--- src/core/umc_pkg.sv ---
// Purpose: Shared constants and types for the usage monitor configuration block.
// Assumes: 32-bit register port, 25 MHz sys_clk.
// Notes: Offsets are byte addresses within one security frame.
package umc_pkg;
  localparam logic [11:0] STORAGE_FILTER_OFFSET = 12'h810;
  localparam logic [11:0] STORAGE_CONTROL_OFFSET = 12'h818;
  localparam logic [11:0] BANDWIDTH_CONTROL_OFFSET = 12'h828;
  localparam logic [11:0] MONITOR_SELECT_OFFSET = 12'h800;
  localparam logic [11:0] CAPTURE_TRIGGER_OFFSET = 12'h808;
  localparam int ENABLE_BIT = 31;
  localparam int CAPSEL_LSB = 28;
  localparam int CLEAR_CAPTURE_BIT = 27;
  localparam int OVERFLOW_BIT = 26;
  localparam int OVERFLOW_IRQ_BIT = 25;
  localparam int FREEZE_BIT = 24;
  localparam int GROUP_MATCH_BIT = 17;
  localparam int PARTITION_MATCH_BIT = 16;
  localparam int LONG_OVERFLOW_BIT = 15;
  localparam int LONG_OVERFLOW_IRQ_BIT = 14;
  localparam int GROUP_LSB = 16;
  localparam int RIS_LSB = 24;
  localparam logic [7:0] BANDWIDTH_TYPE_CODE = 8'h42;
  localparam logic [7:0] STORAGE_TYPE_CODE = 8'h43;
  localparam logic [2:0] CAPSEL_NONE = 3'h0;
  localparam logic [2:0] CAPSEL_SOFTWARE = 3'h7;
  localparam logic [31:0] REG_RESET = 32'h0000_0000;

  // One monitor's configuration.
  typedef struct packed {
    logic [7:0] monitoring_group;
    logic [15:0] partition_id;
    logic group_match_enable;
    logic partition_match_enable;
    logic bw_enable;
    logic [2:0] capture_selector;
    logic clear_after_capture;
    logic overflow_flag;
    logic overflow_irq_enable;
    logic freeze_on_overflow;
    logic long_overflow_flag;
    logic long_overflow_irq_enable;
  } umc_cfg_s;

  // Register port request.
  typedef struct packed {
    logic valid;
    logic write;
    logic secure;
    logic [11:0] addr;
    logic [31:0] wdata;
  } umc_req_s;

  // Labels of one cache line presented for measurement.
  typedef struct packed {
    logic valid;
    logic secure;
    logic [15:0] partition_id;
    logic [7:0] monitoring_group;
  } umc_label_s;
endpackage

--- src/core/umc_monitor_config.sv ---
// Contract
// [RL1] Filter holds 8-bit group, 16-bit partition.
// [RL2] Both matches: partition and group must equal.
// [RL3] No matching: measure all allocated storage.
// [RL4] Partition only: measure matching partition.
// [RL5] Group-only case is implementation choice.
// [RL6] Separate Secure and Non-secure filter copies.
// [RL7] Accesses address instance chosen by select register.
// [RL8] Filter at 0x810, control at 0x818.
// [RL9] Absent monitor types read zero, ignore writes.
// [RL10] Bit 31 enables bandwidth collection.
// [RL11] Selector: none, external 1-6, software trigger.
// [RL12] Capture copies normal and long counts.
// [RL13] Unimplemented capture sources never capture.
// [RL14] No capture support: selector, clear read zero.
// [RL15] Bit 27 clears counts after capture.
// [RL16] Overflow flag sticky until software writes zero.
// [RL17] No overflow possible: flag, irq enable zero.
// [RL18] Long counter has own flag and enable.
// [RL19] Bit 25 enables overflow interrupt.
// [RL20] Freeze clear: count wraps on overflow.
// [RL21] Freeze set: count stops on overflow.
// [RL22] Bandwidth control low byte reads 0x42.
// [RL23] Bit 17 group match, bit 16 partition match.
// [RL24] Group-only: behave as partition matching enabled.
// [RL25] Reserved bits read zero, ignore writes.
//
// Purpose: Configuration registers for storage and bandwidth usage monitors.
// Assumes: Single-cycle register port; answer on the clock after the request.
// Notes: Register reads answer one cycle after the request.
`timescale 1ns/1ps
`default_nettype none
module umc_monitor_config #(
  parameter int MONITORS = 4,
  parameter int RESOURCES = 1,
  parameter bit HAS_RIS = 1'b0,
  parameter bit HAS_STORAGE = 1'b1,
  parameter bit HAS_BANDWIDTH = 1'b1,
  parameter bit HAS_CAPTURE = 1'b1,
  parameter bit HAS_OVERFLOW = 1'b1,
  parameter bit HAS_OVERFLOW_IRQ = 1'b1,
  parameter bit HAS_LONG = 1'b1,
  parameter logic [6:1] EXT_CAPTURE_PRESENT = 6'h01,
  parameter int COUNT_WIDTH = 32,
  parameter int LONG_WIDTH = 44
) (
  // Clock and reset
  input wire logic sys_clk,
  input wire logic resetn,
  // Register port
  input wire umc_pkg::umc_req_s req,
  output logic [31:0] rdata,
  output logic rvalid,
  // Storage labels to classify
  input wire umc_pkg::umc_label_s line_label,
  output logic line_counts,
  // Bandwidth traffic for the selected instance
  input wire logic [15:0] bw_increment,
  input wire logic bw_secure,
  // External capture events 1 to 6
  input wire logic [6:1] ext_capture,
  // Results
  output logic [COUNT_WIDTH-1:0] bw_capture_value,
  output logic [LONG_WIDTH-1:0] long_capture_value,
  output logic overflow_irq
);
  localparam int SLOTS = MONITORS * RESOURCES;
  localparam int SW = (SLOTS > 1) ? $clog2(SLOTS) : 1;

  initial if (MONITORS < 1 || MONITORS > 256 || RESOURCES < 1 || RESOURCES > 16)
    $error("Unsupported monitor or resource count");

  typedef struct packed {
    umc_pkg::umc_cfg_s [1:0][SLOTS-1:0] cfg;
    logic [1:0][7:0] monitor_index;
    logic [1:0][3:0] ris_sel;
    logic [31:0] rdata;
    logic rvalid;
    logic [1:0] sw_trigger;
  } umc_state_s;

  umc_state_s st_reg, st_next;
  logic [COUNT_WIDTH-1:0] bw_count;
  logic [LONG_WIDTH-1:0] long_count;
  logic bw_ovf, long_ovf;
  logic [SW-1:0] sel_slot;
  logic [15:0] inc_gated;
  logic capture_now;
  umc_pkg::umc_cfg_s cur;
  umc_pkg::umc_cfg_s lab_cfg;

  // Slot index of the monitor picked by a frame's select register.
  function automatic logic [SW-1:0] slot_of(input logic [7:0] mon, input logic [3:0] resource_instance_select);
    logic [31:0] idx;
    idx = HAS_RIS ? ({28'h0, resource_instance_select} * MONITORS + {24'h0, mon}) : {24'h0, mon}; // [RL7]
    slot_of = idx[SW-1:0];
  endfunction

  // True when a capture selector code names a source that exists and fired.
  function automatic logic capture_fires(input logic [2:0] code, input logic [6:1] ext,
                                         input logic sw);
    capture_fires = 1'b0;
    if (code == umc_pkg::CAPSEL_SOFTWARE)
    begin
      capture_fires = sw; // [RL11]
    end
    else if (code != umc_pkg::CAPSEL_NONE)
    begin
      capture_fires = ext[code] && EXT_CAPTURE_PRESENT[code]; // [RL13]
    end
  endfunction

  // Storage label match, with group-only treated as partition-and-group.
  function automatic logic label_match(input umc_pkg::umc_cfg_s c,
                                       input umc_pkg::umc_label_s l);
    logic part_ok, grp_ok;
    part_ok = (l.partition_id == c.partition_id);
    grp_ok = (l.monitoring_group == c.monitoring_group); // [RL1]
    if (c.group_match_enable)
    begin
      label_match = part_ok && grp_ok; // [RL2] [RL5] [RL24]
    end
    else if (c.partition_match_enable)
    begin
      label_match = part_ok; // [RL4]
    end
    else
    begin
      label_match = 1'b1; // [RL3]
    end
  endfunction

  // The bandwidth counter follows the slot chosen in the Secure or Non-secure frame.
  assign sel_slot = slot_of(st_reg.monitor_index[bw_secure], st_reg.ris_sel[bw_secure]);
  assign cur = st_reg.cfg[bw_secure][sel_slot];
  assign inc_gated = (HAS_BANDWIDTH && cur.bw_enable) ? bw_increment : 16'h0000; // [RL10]
  assign capture_now = HAS_CAPTURE &&
                       capture_fires(cur.capture_selector, ext_capture,
                                     st_reg.sw_trigger[bw_secure]);

  umc_bw_counter #(
    .WIDTH(COUNT_WIDTH)
  ) u_count (
    .sys_clk(sys_clk),
    .resetn(resetn),
    .enable(cur.bw_enable),
    .freeze(cur.freeze_on_overflow),
    .increment(inc_gated),
    .capture(capture_now),
    .clear_after(cur.clear_after_capture),
    .count(bw_count),
    .captured(bw_capture_value),
    .overflow_pulse(bw_ovf)
  );

  umc_bw_counter #(
    .WIDTH(LONG_WIDTH)
  ) u_long (
    .sys_clk(sys_clk),
    .resetn(resetn),
    .enable(cur.bw_enable && HAS_LONG),
    .freeze(cur.freeze_on_overflow),
    .increment(inc_gated),
    .capture(capture_now && HAS_LONG), // [RL12]
    .clear_after(cur.clear_after_capture), // [RL15]
    .count(long_count),
    .captured(long_capture_value),
    .overflow_pulse(long_ovf)
  );

  // Storage classification uses the frame matching the line's security.
  assign lab_cfg = st_reg.cfg[line_label.secure][slot_of(st_reg.monitor_index[line_label.secure],
                                                 st_reg.ris_sel[line_label.secure])]; // [RL6]
  assign line_counts = HAS_STORAGE && line_label.valid && label_match(lab_cfg, line_label);

  always_comb
  begin
    logic s;
    logic [SW-1:0] slot;
    umc_pkg::umc_cfg_s c;
    s = req.secure;
    slot = slot_of(st_reg.monitor_index[s], st_reg.ris_sel[s]);
    c = st_reg.cfg[s][slot];
    st_next = st_reg;
    st_next.rvalid = req.valid && !req.write;
    st_next.sw_trigger = 2'b00;
    st_next.rdata = 32'h0000_0000; // [RL25]
    // Sticky overflow flags: hardware set wins over software clear.
    if (req.valid && req.write)
    begin
      case (req.addr)
        umc_pkg::STORAGE_FILTER_OFFSET:
        begin
          if (HAS_STORAGE) // [RL9]
          begin
            st_next.cfg[s][slot].monitoring_group = req.wdata[23:16]; // [RL1] [RL8]
            st_next.cfg[s][slot].partition_id = req.wdata[15:0];
          end
        end
        umc_pkg::STORAGE_CONTROL_OFFSET:
        begin
          if (HAS_STORAGE)
          begin
            st_next.cfg[s][slot].group_match_enable = req.wdata[umc_pkg::GROUP_MATCH_BIT]; // [RL23]
            st_next.cfg[s][slot].partition_match_enable =
              req.wdata[umc_pkg::PARTITION_MATCH_BIT];
          end
        end
        umc_pkg::BANDWIDTH_CONTROL_OFFSET:
        begin
          if (HAS_BANDWIDTH) // [RL9]
          begin
            st_next.cfg[s][slot].bw_enable = req.wdata[umc_pkg::ENABLE_BIT];
            st_next.cfg[s][slot].capture_selector =
              HAS_CAPTURE ? req.wdata[umc_pkg::CAPSEL_LSB +: 3] : 3'h0; // [RL14]
            st_next.cfg[s][slot].clear_after_capture =
              HAS_CAPTURE && req.wdata[umc_pkg::CLEAR_CAPTURE_BIT];
            st_next.cfg[s][slot].overflow_flag =
              HAS_OVERFLOW && req.wdata[umc_pkg::OVERFLOW_BIT]; // [RL16] [RL17]
            st_next.cfg[s][slot].overflow_irq_enable = HAS_OVERFLOW && HAS_OVERFLOW_IRQ &&
              req.wdata[umc_pkg::OVERFLOW_IRQ_BIT]; // [RL19]
            st_next.cfg[s][slot].freeze_on_overflow =
              HAS_OVERFLOW && req.wdata[umc_pkg::FREEZE_BIT];
            st_next.cfg[s][slot].long_overflow_flag =
              HAS_LONG && HAS_OVERFLOW && req.wdata[umc_pkg::LONG_OVERFLOW_BIT]; // [RL18]
            st_next.cfg[s][slot].long_overflow_irq_enable = HAS_LONG && HAS_OVERFLOW &&
              HAS_OVERFLOW_IRQ && req.wdata[umc_pkg::LONG_OVERFLOW_IRQ_BIT];
          end
        end
        umc_pkg::MONITOR_SELECT_OFFSET:
        begin
          st_next.monitor_index[s] = req.wdata[7:0];
          st_next.ris_sel[s] = HAS_RIS ? req.wdata[umc_pkg::RIS_LSB +: 4] : 4'h0;
        end
        umc_pkg::CAPTURE_TRIGGER_OFFSET:
        begin
          // Bit 0 fires the trigger; a Secure write with bit 1 reaches both frames.
          st_next.sw_trigger[s] = req.wdata[0];
          if (s && req.wdata[1])
          begin
            st_next.sw_trigger[0] = req.wdata[0];
          end
        end
        default:
        begin
        end
      endcase
    end
    if (bw_ovf && HAS_OVERFLOW)
    begin
      st_next.cfg[bw_secure][sel_slot].overflow_flag = 1'b1; // [RL16]
    end
    if (long_ovf && HAS_OVERFLOW && HAS_LONG)
    begin
      st_next.cfg[bw_secure][sel_slot].long_overflow_flag = 1'b1; // [RL18]
    end
    if (req.valid && !req.write)
    begin
      case (req.addr)
        umc_pkg::STORAGE_FILTER_OFFSET:
          st_next.rdata = HAS_STORAGE ? {8'h00, c.monitoring_group, c.partition_id} : 32'h0;
        umc_pkg::STORAGE_CONTROL_OFFSET:
          st_next.rdata = HAS_STORAGE ? {14'h0, c.group_match_enable, c.partition_match_enable,
                                         8'h00, umc_pkg::STORAGE_TYPE_CODE} : 32'h0;
        umc_pkg::BANDWIDTH_CONTROL_OFFSET:
          st_next.rdata = HAS_BANDWIDTH ? {c.bw_enable, c.capture_selector,
                                           c.clear_after_capture, c.overflow_flag,
                                           c.overflow_irq_enable, c.freeze_on_overflow,
                                           8'h00, c.long_overflow_flag,
                                           c.long_overflow_irq_enable, 6'h00,
                                           umc_pkg::BANDWIDTH_TYPE_CODE} : 32'h0; // [RL22]
        umc_pkg::MONITOR_SELECT_OFFSET:
          st_next.rdata = {4'h0, st_reg.ris_sel[s], 16'h0, st_reg.monitor_index[s]};
        default:
          st_next.rdata = 32'h0000_0000;
      endcase
    end
  end

  always_ff @(posedge sys_clk or negedge resetn)
  begin
    if (!resetn)
    begin
      st_reg <= '0;
    end
    else
    begin
      st_reg <= st_next;
    end
  end

  assign rdata = st_reg.rdata;
  assign rvalid = st_reg.rvalid;
  // Interrupt is a level while any enabled flag of the active instance is set.
  assign overflow_irq = (cur.overflow_flag && cur.overflow_irq_enable) ||
                        (cur.long_overflow_flag && cur.long_overflow_irq_enable); // [RL19]
endmodule // umc_monitor_config
`default_nettype wire

--- src/core/umc_bw_counter.sv ---
// Purpose: One bandwidth count with wrap or freeze, capture and clear.
// Assumes: Increment arrives already filtered.
// Notes: Capture takes the value before the increment of the same cycle.
`timescale 1ns/1ps
`default_nettype none
module umc_bw_counter #(
  parameter int WIDTH = 32
) (
  // Clock and reset
  input wire logic sys_clk,
  input wire logic resetn,
  // Control
  input wire logic enable,
  input wire logic freeze,
  input wire logic [15:0] increment,
  input wire logic capture,
  input wire logic clear_after,
  // Results
  output logic [WIDTH-1:0] count,
  output logic [WIDTH-1:0] captured,
  output logic overflow_pulse
);
  // A 16-bit count still works: the carry out of the sum is the overflow.
  initial if (WIDTH < 16) $error("WIDTH must be at least the increment width");

  typedef struct packed {
    logic [WIDTH-1:0] count;
    logic [WIDTH-1:0] captured;
    logic frozen;
    logic ovf;
  } umc_cnt_s;

  umc_cnt_s st_reg, st_next;
  logic [WIDTH:0] sum;

  always_comb
  begin
    st_next = st_reg;
    st_next.ovf = 1'b0;
    sum = {1'b0, st_reg.count} + {{(WIDTH - 15){1'b0}}, increment};
    if (capture)
    begin
      st_next.captured = st_reg.count; // [RL12]
    end
    if (capture && clear_after)
    begin
      st_next.count = '0; // [RL15]
      st_next.frozen = 1'b0;
    end
    else if (enable && !st_reg.frozen && increment != 16'h0000) // [RL10]
    begin
      st_next.count = sum[WIDTH-1:0]; // [RL20] Wraps; residual kept when frozen. [RL21]
      if (sum[WIDTH])
      begin
        st_next.ovf = 1'b1;
        st_next.frozen = freeze; // [RL21]
      end
    end
    if (!freeze)
    begin
      st_next.frozen = 1'b0;
    end
  end

  always_ff @(posedge sys_clk or negedge resetn)
  begin
    if (!resetn)
    begin
      st_reg <= '0;
    end
    else
    begin
      st_reg <= st_next;
    end
  end

  assign count = st_reg.count;
  assign captured = st_reg.captured;
  assign overflow_pulse = st_reg.ovf;
endmodule // umc_bw_counter
`default_nettype wire

--- config.mk ---
export PLATFORM = sky130hd
export DESIGN_NAME = umc_monitor_config
export DESIGN_NICKNAME = d
export VERILOG_FILES = /design/src/core/umc_pkg.sv /design/src/core/umc_monitor_config.sv /design/src/core/umc_bw_counter.sv
export SDC_FILE = /design/constraint.sdc
export NUM_CORES = 1
export LEC_CHECK = 0
export BUFFER_PORTS_ARGS = -buffer_cell sky130_fd_sc_hd__buf_2
export CORE_MARGIN = 2
export CORE_UTILIZATION = 61
export DETAILED_ROUTE_END_ITERATION = 10
export PLACE_DENSITY = 0.83
export SLEW_MARGIN = 20
export SYNTH_ARGS = -nofsm -noshare
export SYNTH_HDL_FRONTEND = slang
export SYNTH_SLANG_ARGS = --single-unit
--- constraint.sdc ---
create_clock -name sys_clk -period 5.9 [get_ports sys_clk]
set_input_delay 0.59 -clock sys_clk [delete_from_list [all_inputs] [get_ports sys_clk]]
set_output_delay 0.59 -clock sys_clk [all_outputs]
set_load 0.05 [all_outputs]
==> results of run 1 <==
-- kinds of logic (layout without fill, tap and decap cells) --
logic type               after synthesis  in the layout  share of synthesized area
AND/OR/NAND/NOR                      558            558                      0.105
flip-flops                           503            503                      0.463
multiplexers                         492            492                      0.224
AO/OA/AOI/OAI                        468            468                      0.114
buffers and inverters                310            363                     0.0609
XOR/XNOR                              67             67                     0.0216
adder cells (fa/ha/maj)               25             25                     0.0109
other                                  0              5                          0
-- cells in the final DEF, fill, tap and decap left out, drive strengths merged, types with 18 or more instances in the layout --
| cell | n |
|---|---|
| a21o | 21 |
| a21oi | 108 |
| a31oi | 24 |
| and2 | 21 |
| and3 | 22 |
| buf | 243 |
| clkbuf | 74 |
| dfrtp | 503 |
| ha | 18 |
| inv | 24 |
| mux2 | 361 |
| mux2i | 73 |
| mux4 | 58 |
| nand2 | 157 |
| nand3 | 52 |
| nand4 | 33 |
| nor2 | 87 |
| nor3 | 24 |
| nor4 | 40 |
| o21ai | 91 |
| o221ai | 39 |
| o22ai | 78 |
| or3 | 36 |
| or4 | 24 |
| xnor2 | 39 |
| xor2 | 28 |
-- per-stage QoR --
step	hold slack, ns	total power, mW	area (um2)
after global placement	0.465	5.61	27800
after floorplan	0.294	5.34	27200
after global routing	0.305	9.40	29700
final	0.307	9.06	29700
after detailed placement	0.468	5.66	27800
after CTS	0.285	9.09	29600
-- final cells by class --
cell class              instances  area, um2  share of cell area
well taps                     592        741              0.0250
inverters                      24       90.1             0.00304
clock inverters                21        254             0.00857
diodes                          5       12.5            0.000422
clock buffers                  74       1540              0.0518
repair buffers                244       1380              0.0464
multi-input cells            1610      13100               0.440
flip-flops and latches        503      12600               0.425
-- report_power, final --
part | switching, mW | internal (mW)
Clock | 1.41 | 2.03
Combinational | 1.12 | 0.545
Sequential | 0.293 | 3.67
Total | 2.81 | 6.25
-- tightest hold or removal path, delay by kind of cell --
kind	cells	cell delay [ns]
buf+inv	1	0.14
simple gates	2	0.14
-- per-layer routing --
layer,track usage,wire length [um],vias to the layer above
li1,-,-,8957
met1,0.416,28400,10400
met2,0.529,36500,1262
met3,0.0688,7310,255
met4,0.157,3060,0
met5,0,0,-
-- final timing paths --
kind                                                end  slack, ns  cells after the start
min reg2reg                      st_reg[42]$_DFFE_PN0P_       0.49                      1
max in group asynchronous    asynchronous set/reset pin       3.85                      3
min in group asynchronous           rdata[18]$_DFF_PN0_       0.55                      2
min                                            register       0.31                      3
max reg2reg                u_long.count[28]$_DFFE_PN0P_       0.84                     15
max                        u_long.count[28]$_DFFE_PN0P_       0.84                     15
==> summary.md, run 1 <==
| Metric | Value |
|---|---|
| Number of register bits inferred by synthesis | `503` |
| Cell with the most instances on the worst path | `sky130_fd_sc_hd__a21oi_1` |
| Most instantiated cells after synthesis | `sky130_fd_sc_hd__dfrtp_1 (503), sky130_fd_sc_hd__mux2_2 (361), sky130_fd_sc_hd__nand2_1 (156)` |
| Crit path launch type | `register` |
| Clock latency at the later pin of the worst-skew pair | `0.61 ns` |
| Remaining routing DRC violations | `0` |
| Hold_sp | `req[29]` |
| Top-level port count | `209` |
| Post-Route WL | `75300 um` |
| Async set-or-reset flop fraction in the synthesized netlist | `1.00` |
| Power Density | `306 mW/mm2` |
| Worst setup slack after placement | `0.587 ns` |
| Worst Path Arrival | `5.58 ns` |
| CTS HTree Levels | `2` |
| Total standard cell area after synthesis | `0.0272 mm2` |
| Slew of the pin with the lowest slew margin | `1.22 ns` |
| Die footprint | `0.0463 mm2` |
| Rows | `77` |
| Max IR drop VDD | `0.000404 V` |
| Residual overflow from global routing | `0` |
| Routed via count | `20900` |
| Critical path capture point type | `register` |
| Seq/Total Area, Yosys | `0.463` |
| Buf+Inv Stages, Crit Path | `0` |
| Iter 0 DRT Violations | `2349` |
| Global-route wire length before repair | `119000 um` |
| Status | `completed` |
| Synth Instances | `2423` |
| Critical path required time | `6.42 ns` |
| Post-CTS resize count | `0` |
| Family with the most delay on the worst path | `compound AO/OA/AOI/OAI gates` |
| Die boundary width | `215 um` |
| Die height | `215 um` |
| Wirelength per Cell | `24.5 um` |
| Number of setup violations in the final report | `0` |
| Total global routing track utilization | `0.325` |
| Max Freq | `0.198 GHz` |
| Maximum number of pins on one net before global-route repair | `184` |
| Net count of the finished layout | `2551` |
| Post-route ant nets | `0` |
| Cell at the root of the clock tree | `sky130_fd_sc_hd__clkbuf_16` |
| Share of the synthesized area in the top cell type | `0.463` |
| Clock tree from TritonCTS | `yes` |
| Hold buffers post-CTS | `1` |
| Class of the most critical hold timing path | `primary input to register` |
| Number of synthesized flops with an enable pin | `0` |
| Final TNS setup | `0 ns` |
| Type of the worst setup path | `register to register` |
| Total nets after synthesis | `2539` |
| Total setup buffers inserted after CTS | `0` |
| Synthesized area per cell | `11.2 um2` |
| Synth top area cells | `sky130_fd_sc_hd__dfrtp_1 (46%), sky130_fd_sc_hd__mux2_2 (15%), sky130_fd_sc_hd__mux4_2 (4.8%), sky130_fd_sc_hd__buf_4 (3.1%), sky130_fd_sc_hd__mux2i_1 (2.7%)` |
| Growth of design area from synthesis to finish | `8.96%` |
| Number of standard cells in the final layout excluding fillers | `3073` |
| Clock transition time at the flip-flop clock pins of the worst setup and hold paths | `0.06 ns` |
| Number of clock sinks | `503` |
| Leakage dissipation | `14.3 nW` |
| Longest individual stage delay on the worst path | `0.70 ns` |
| PnR worst setup slack | `0.841 ns` |
| Number of fill cells | `3163` |
| Total instance count after detailed placement | `2972` |
| Count leader, synth | `sky130_fd_sc_hd__dfrtp_1` |
| Placeable core region | `0.0441 mm2` |
| Final worst path period share | `0.858` |
| Warning count from the yosys run | `0` |
| Critical-path cell with the highest stage delay | `sky130_fd_sc_hd__dfrtp_1` |
| First-pass iteration count of the detailed router | `8` |
| Half-perimeter wire length of the detailed placement result | `47800 um` |
| Final core utilization | `0.672` |
| Number of distinct standard cells referenced by the synthesized netlist | `75` |
| Initial Util | `0.617` |
| Fraction of layout cells with a size suffix above 1 | `0.319` |
| Clk_skew | `0.0176 ns` |
| Final Max Tran Viols | `0` |
| Max-cap violations | `0` |
| Hold violation total from the final report | `0` |
| Minimum clock period after layout | `5.06 ns` |
| Post-synth top area cell | `sky130_fd_sc_hd__dfrtp_1` |
| Worst max-slew margin expressed relative to the limit | `0.185` |
| Global placer's final weighted congestion | `0.968` |
| Total of buffers placed on input and output ports | `203` |
| Maximum fanout along the worst path | `19` |
| Drt via density | `6.81` |
| Number of global-route vias before repair | `21100` |
| Buffers from clock root to sink, at most | `3` |
| Most instantiated flip-flop cell in the synthesis netlist | `sky130_fd_sc_hd__dfrtp_1` |
| Unrepaired setup endpoints after global routing | `no` |
| Cell breakdown of the critical path | `nand2_2, o32ai_4, a21o_1, and2_1, ha_1, ha_1, a21o_1, maj3_1, a21oi_1, a21oi_1, o2111ai_1, o21ai_2, a41oi_2, or4_1, a21oi_1` |
| Number of buffers inserted during clock tree synthesis | `52` |
| Number of antenna violations at the first check in global routing | `5` |
Power figures use the tool's default switching activity.
==> run 2, diff against run 1 <==
Settings changed: PLACE_DENSITY 0.83 to 0.78.
==> summary.md, run 2 (synthesis results as in run 1) <==
| Metric | Value |
|---|---|
| Post-route ant nets | `0 (unchanged)` |
| Number of global-route vias before repair | `20400 (-3.3%)` |
| Most frequent standard cell in the layout excluding fill and tap cells | `sky130_fd_sc_hd__dfrtp_1` |
| Worst Path Arrival | `4.64 ns (-0.94 ns)` |
| Leakage dissipation | `14.2 nW (-0.65%)` |
| Residual overflow from global routing | `0 (unchanged)` |
| Met2 track utilization from global routing | `0.512 (-0.0162)` |
| Number of clock sinks | `503 (unchanged)` |
| Net count of the finished layout | `2552 (+0.039%)` |
| Die height | `215 um (unchanged)` |
| Top Usage Layer GRT | `met2` |
| Commonest non-fill, non-tap cells in the layout | `sky130_fd_sc_hd__dfrtp_1 (501), sky130_fd_sc_hd__mux2_2 (361), sky130_fd_sc_hd__buf_2 (201)` |
| Endpoint of the most critical register-to-register path | `u_long.count[28]$_DFFE_PN0P_` |
| Class of the most critical hold timing path | `primary input to asynchronous set/reset pin` |
| Max Freq | `0.191 GHz (-3.3%)` |
| Placeable core region | `0.0441 mm2 (unchanged)` |
| Post-Route WL | `73600 um (-2.3%)` |
| Minimum clock period after layout | `5.23 ns (+0.173 ns)` |
| Unrepaired setup endpoints after global routing | `no` |
| Die boundary width | `215 um (unchanged)` |
| Number of buffers inserted during clock tree synthesis | `52 (unchanged)` |
| Critical-path cell with the highest stage delay | `sky130_fd_sc_hd__dfrtp_1` |
| Routed via count | `20500 (-2.1%)` |
| Total of buffers placed on input and output ports | `203 (unchanged)` |
| Critical path required time | `5.31 ns (-1.11 ns)` |
| Critical path capture point type | `output pin` |
| Remaining routing DRC violations | `0 (unchanged)` |
| Maximum fanout along the worst path | `30 (+11)` |
| Register-to-Register Setup Slack | `0.83 ns (about the same)` |
| Cell breakdown of the critical path | `buf_4, mux2i_4, buf_12, mux4_2, xor2_1, nor4_1, a31oi_1, nor3_1, nor2_1, o21ai_0, buf_2` |
| Post-CTS resize count | `0 (unchanged)` |
| Cell at the root of the clock tree | `sky130_fd_sc_hd__clkbuf_16` |
| Fraction of layout cells with a size suffix above 1 | `0.315 (-0.00449)` |
| Family with the most delay on the worst path | `simple AND/OR/NAND/NOR gates` |
| Growth of design area from synthesis to finish | `8.23%` |
| Clock latency at the later pin of the worst-skew pair | `0.61 ns (about the same)` |
| Depth of the worst register-to-register path | `15 (unchanged)` |
| Final Max Tran Viols | `0 (unchanged)` |
| Slew of the pin with the lowest slew margin | `1.12 ns (-0.0998 ns)` |
| Buffers from clock root to sink, at most | `3 (unchanged)` |
| Finished Cell Area | `0.0295 mm2 (-0.67%)` |
| Hold buffers post-CTS | `0 (-1)` |
| CTS HTree Levels | `2 (unchanged)` |
| Top-level port count | `209 (unchanged)` |
| Clock tree from TritonCTS | `yes` |
| Max-cap violations | `0 (unchanged)` |
| Buf+Inv Stages, Crit Path | `3 (+3)` |
| Met1 capacity usage during global routing | `0.419 (+0.00239)` |
| Initial Util | `0.617 (unchanged)` |
| Longest individual stage delay on the worst path | `0.64 ns (-0.06 ns)` |
| Wirelength per Cell | `24.0 um (-2.1%)` |
| Final worst path period share | `0.887 (+0.0293)` |
| Clock transition time at the flip-flop clock pins of the worst setup and hold paths | `0.06 ns (about the same)` |
| Total global routing track utilization | `0.317 (-0.00783)` |
| Worst max-slew margin expressed relative to the limit | `0.251 (+0.0660)` |
| Global-route wire length before repair | `116000 um (-2.6%)` |
| Half-perimeter wire length of the detailed placement result | `47500 um (-0.70%)` |
| Rows | `77 (unchanged)` |
| Iter 0 DRT Violations | `2085 (-11%)` |
| Max IR drop VDD | `0.000342 V (-15%)` |
| Clk_skew | `0.0157 ns (-0.00188 ns)` |
| First-pass iteration count of the detailed router | `6 (-2)` |
| Crit path launch type | `register` |
| Drt via density | `6.67 (-2.0%)` |
| Die footprint | `0.0463 mm2 (unchanged)` |
| Number of setup violations in the final report | `0 (unchanged)` |
| Global placer's final weighted congestion | `0.903 (-6.7%)` |
| Pwr Total | `8.71 mW (-3.9%)` |
| Placed Instance Area | `0.0279 mm2 (about the same)` |
| Maximum number of pins on one net before global-route repair | `142 (-23%)` |
| Total setup buffers inserted after CTS | `0 (unchanged)` |
| Met3 routing resource usage after global routing | `0.0620 (-0.00679)` |
| Final TNS setup | `0 ns (unchanged)` |
| Power Density | `296 mW/mm2 (-3.2%)` |
| Type of the worst setup path | `register to output pin` |
| Hold violation total from the final report | `0 (unchanged)` |
| Number of antenna violations at the first check in global routing | `8 (+3)` |
| Status | `completed` |
## run 2: power breakdown
| group | switching, mW | internal [mW] |
|---|---|---|
| clock network | 1.37 | 1.72 |
| registers | 0.294 | 3.67 |
| logic | 1.10 | 0.546 |
## run 2: final cells by class
class                   count  area [um2]
well taps                 592         741
inverters                  24        90.1
multi-input cells        1610       13100
diodes                      6        15.0
fillers                  3270       14700
clock inverters            12        98.8
flip-flops and latches    503       12600
clock buffers              76        1470
repair buffers            245        1390
## run 2: how the worst max path moves through the flow
| stage | to | slack, ns | cells past startpoint |
|---|---|---|---|
| floorplan | u_long.count[28]$_DFFE_PN0P_ | 1.12 | 22 |
| global placement | u_long.count[28]$_DFFE_PN0P_ | 1.02 | 16 |
| detailed placement | u_long.count[28]$_DFFE_PN0P_ | 0.90 | 16 |
| CTS | line_counts | 0.72 | 11 |
| global route | u_long.count[28]$_DFFE_PN0P_ | 0.55 | 15 |
| finish | line_counts | 0.67 | 11 |
## run 2: per-layer routing
layer	vias to the layer above	share of wire
met3	220	0.086
met2	1128	0.48
met5	-	0.00033
li1	8942	-
met4	4	0.039
met1	10200	0.39
## run 2: worst reg2reg max path, cell delays in order, from the launching register on
cell and delay [ns]:
sky130_fd_sc_hd__dfrtp_1 0.78, sky130_fd_sc_hd__nand2_2 0.24, sky130_fd_sc_hd__o32ai_4 0.41, sky130_fd_sc_hd__a21o_1 0.33, sky130_fd_sc_hd__and2_1 0.21, sky130_fd_sc_hd__ha_1 0.23
sky130_fd_sc_hd__ha_1 0.20, sky130_fd_sc_hd__a21o_1 0.13, sky130_fd_sc_hd__maj3_1 0.20, sky130_fd_sc_hd__a21oi_1 0.07, sky130_fd_sc_hd__a21oi_1 0.27, sky130_fd_sc_hd__o2111ai_1 0.34
sky130_fd_sc_hd__o21ai_2 0.32, sky130_fd_sc_hd__a41oi_2 0.46, sky130_fd_sc_hd__or4_1 0.63, sky130_fd_sc_hd__a21oi_1 0.16
## run 2: per-stage QoR
step / utilization / hold slack [ns] / setup WS (ns) / cells
2_1_floorplan: - / 0.294 / 1.12 / 2423
3_3_place_gp: 0.631 / 0.463 / 1.02 / 2974
3_5_place_dp: 0.631 / 0.466 / 0.900 / 2974
4_1_cts: 0.667 / 0.138 / 0.720 / 3062
5_1_grt: 0.667 / 0.182 / 0.551 / 3068
6_report: 0.667 / 0.0604 / 0.668 / 3068
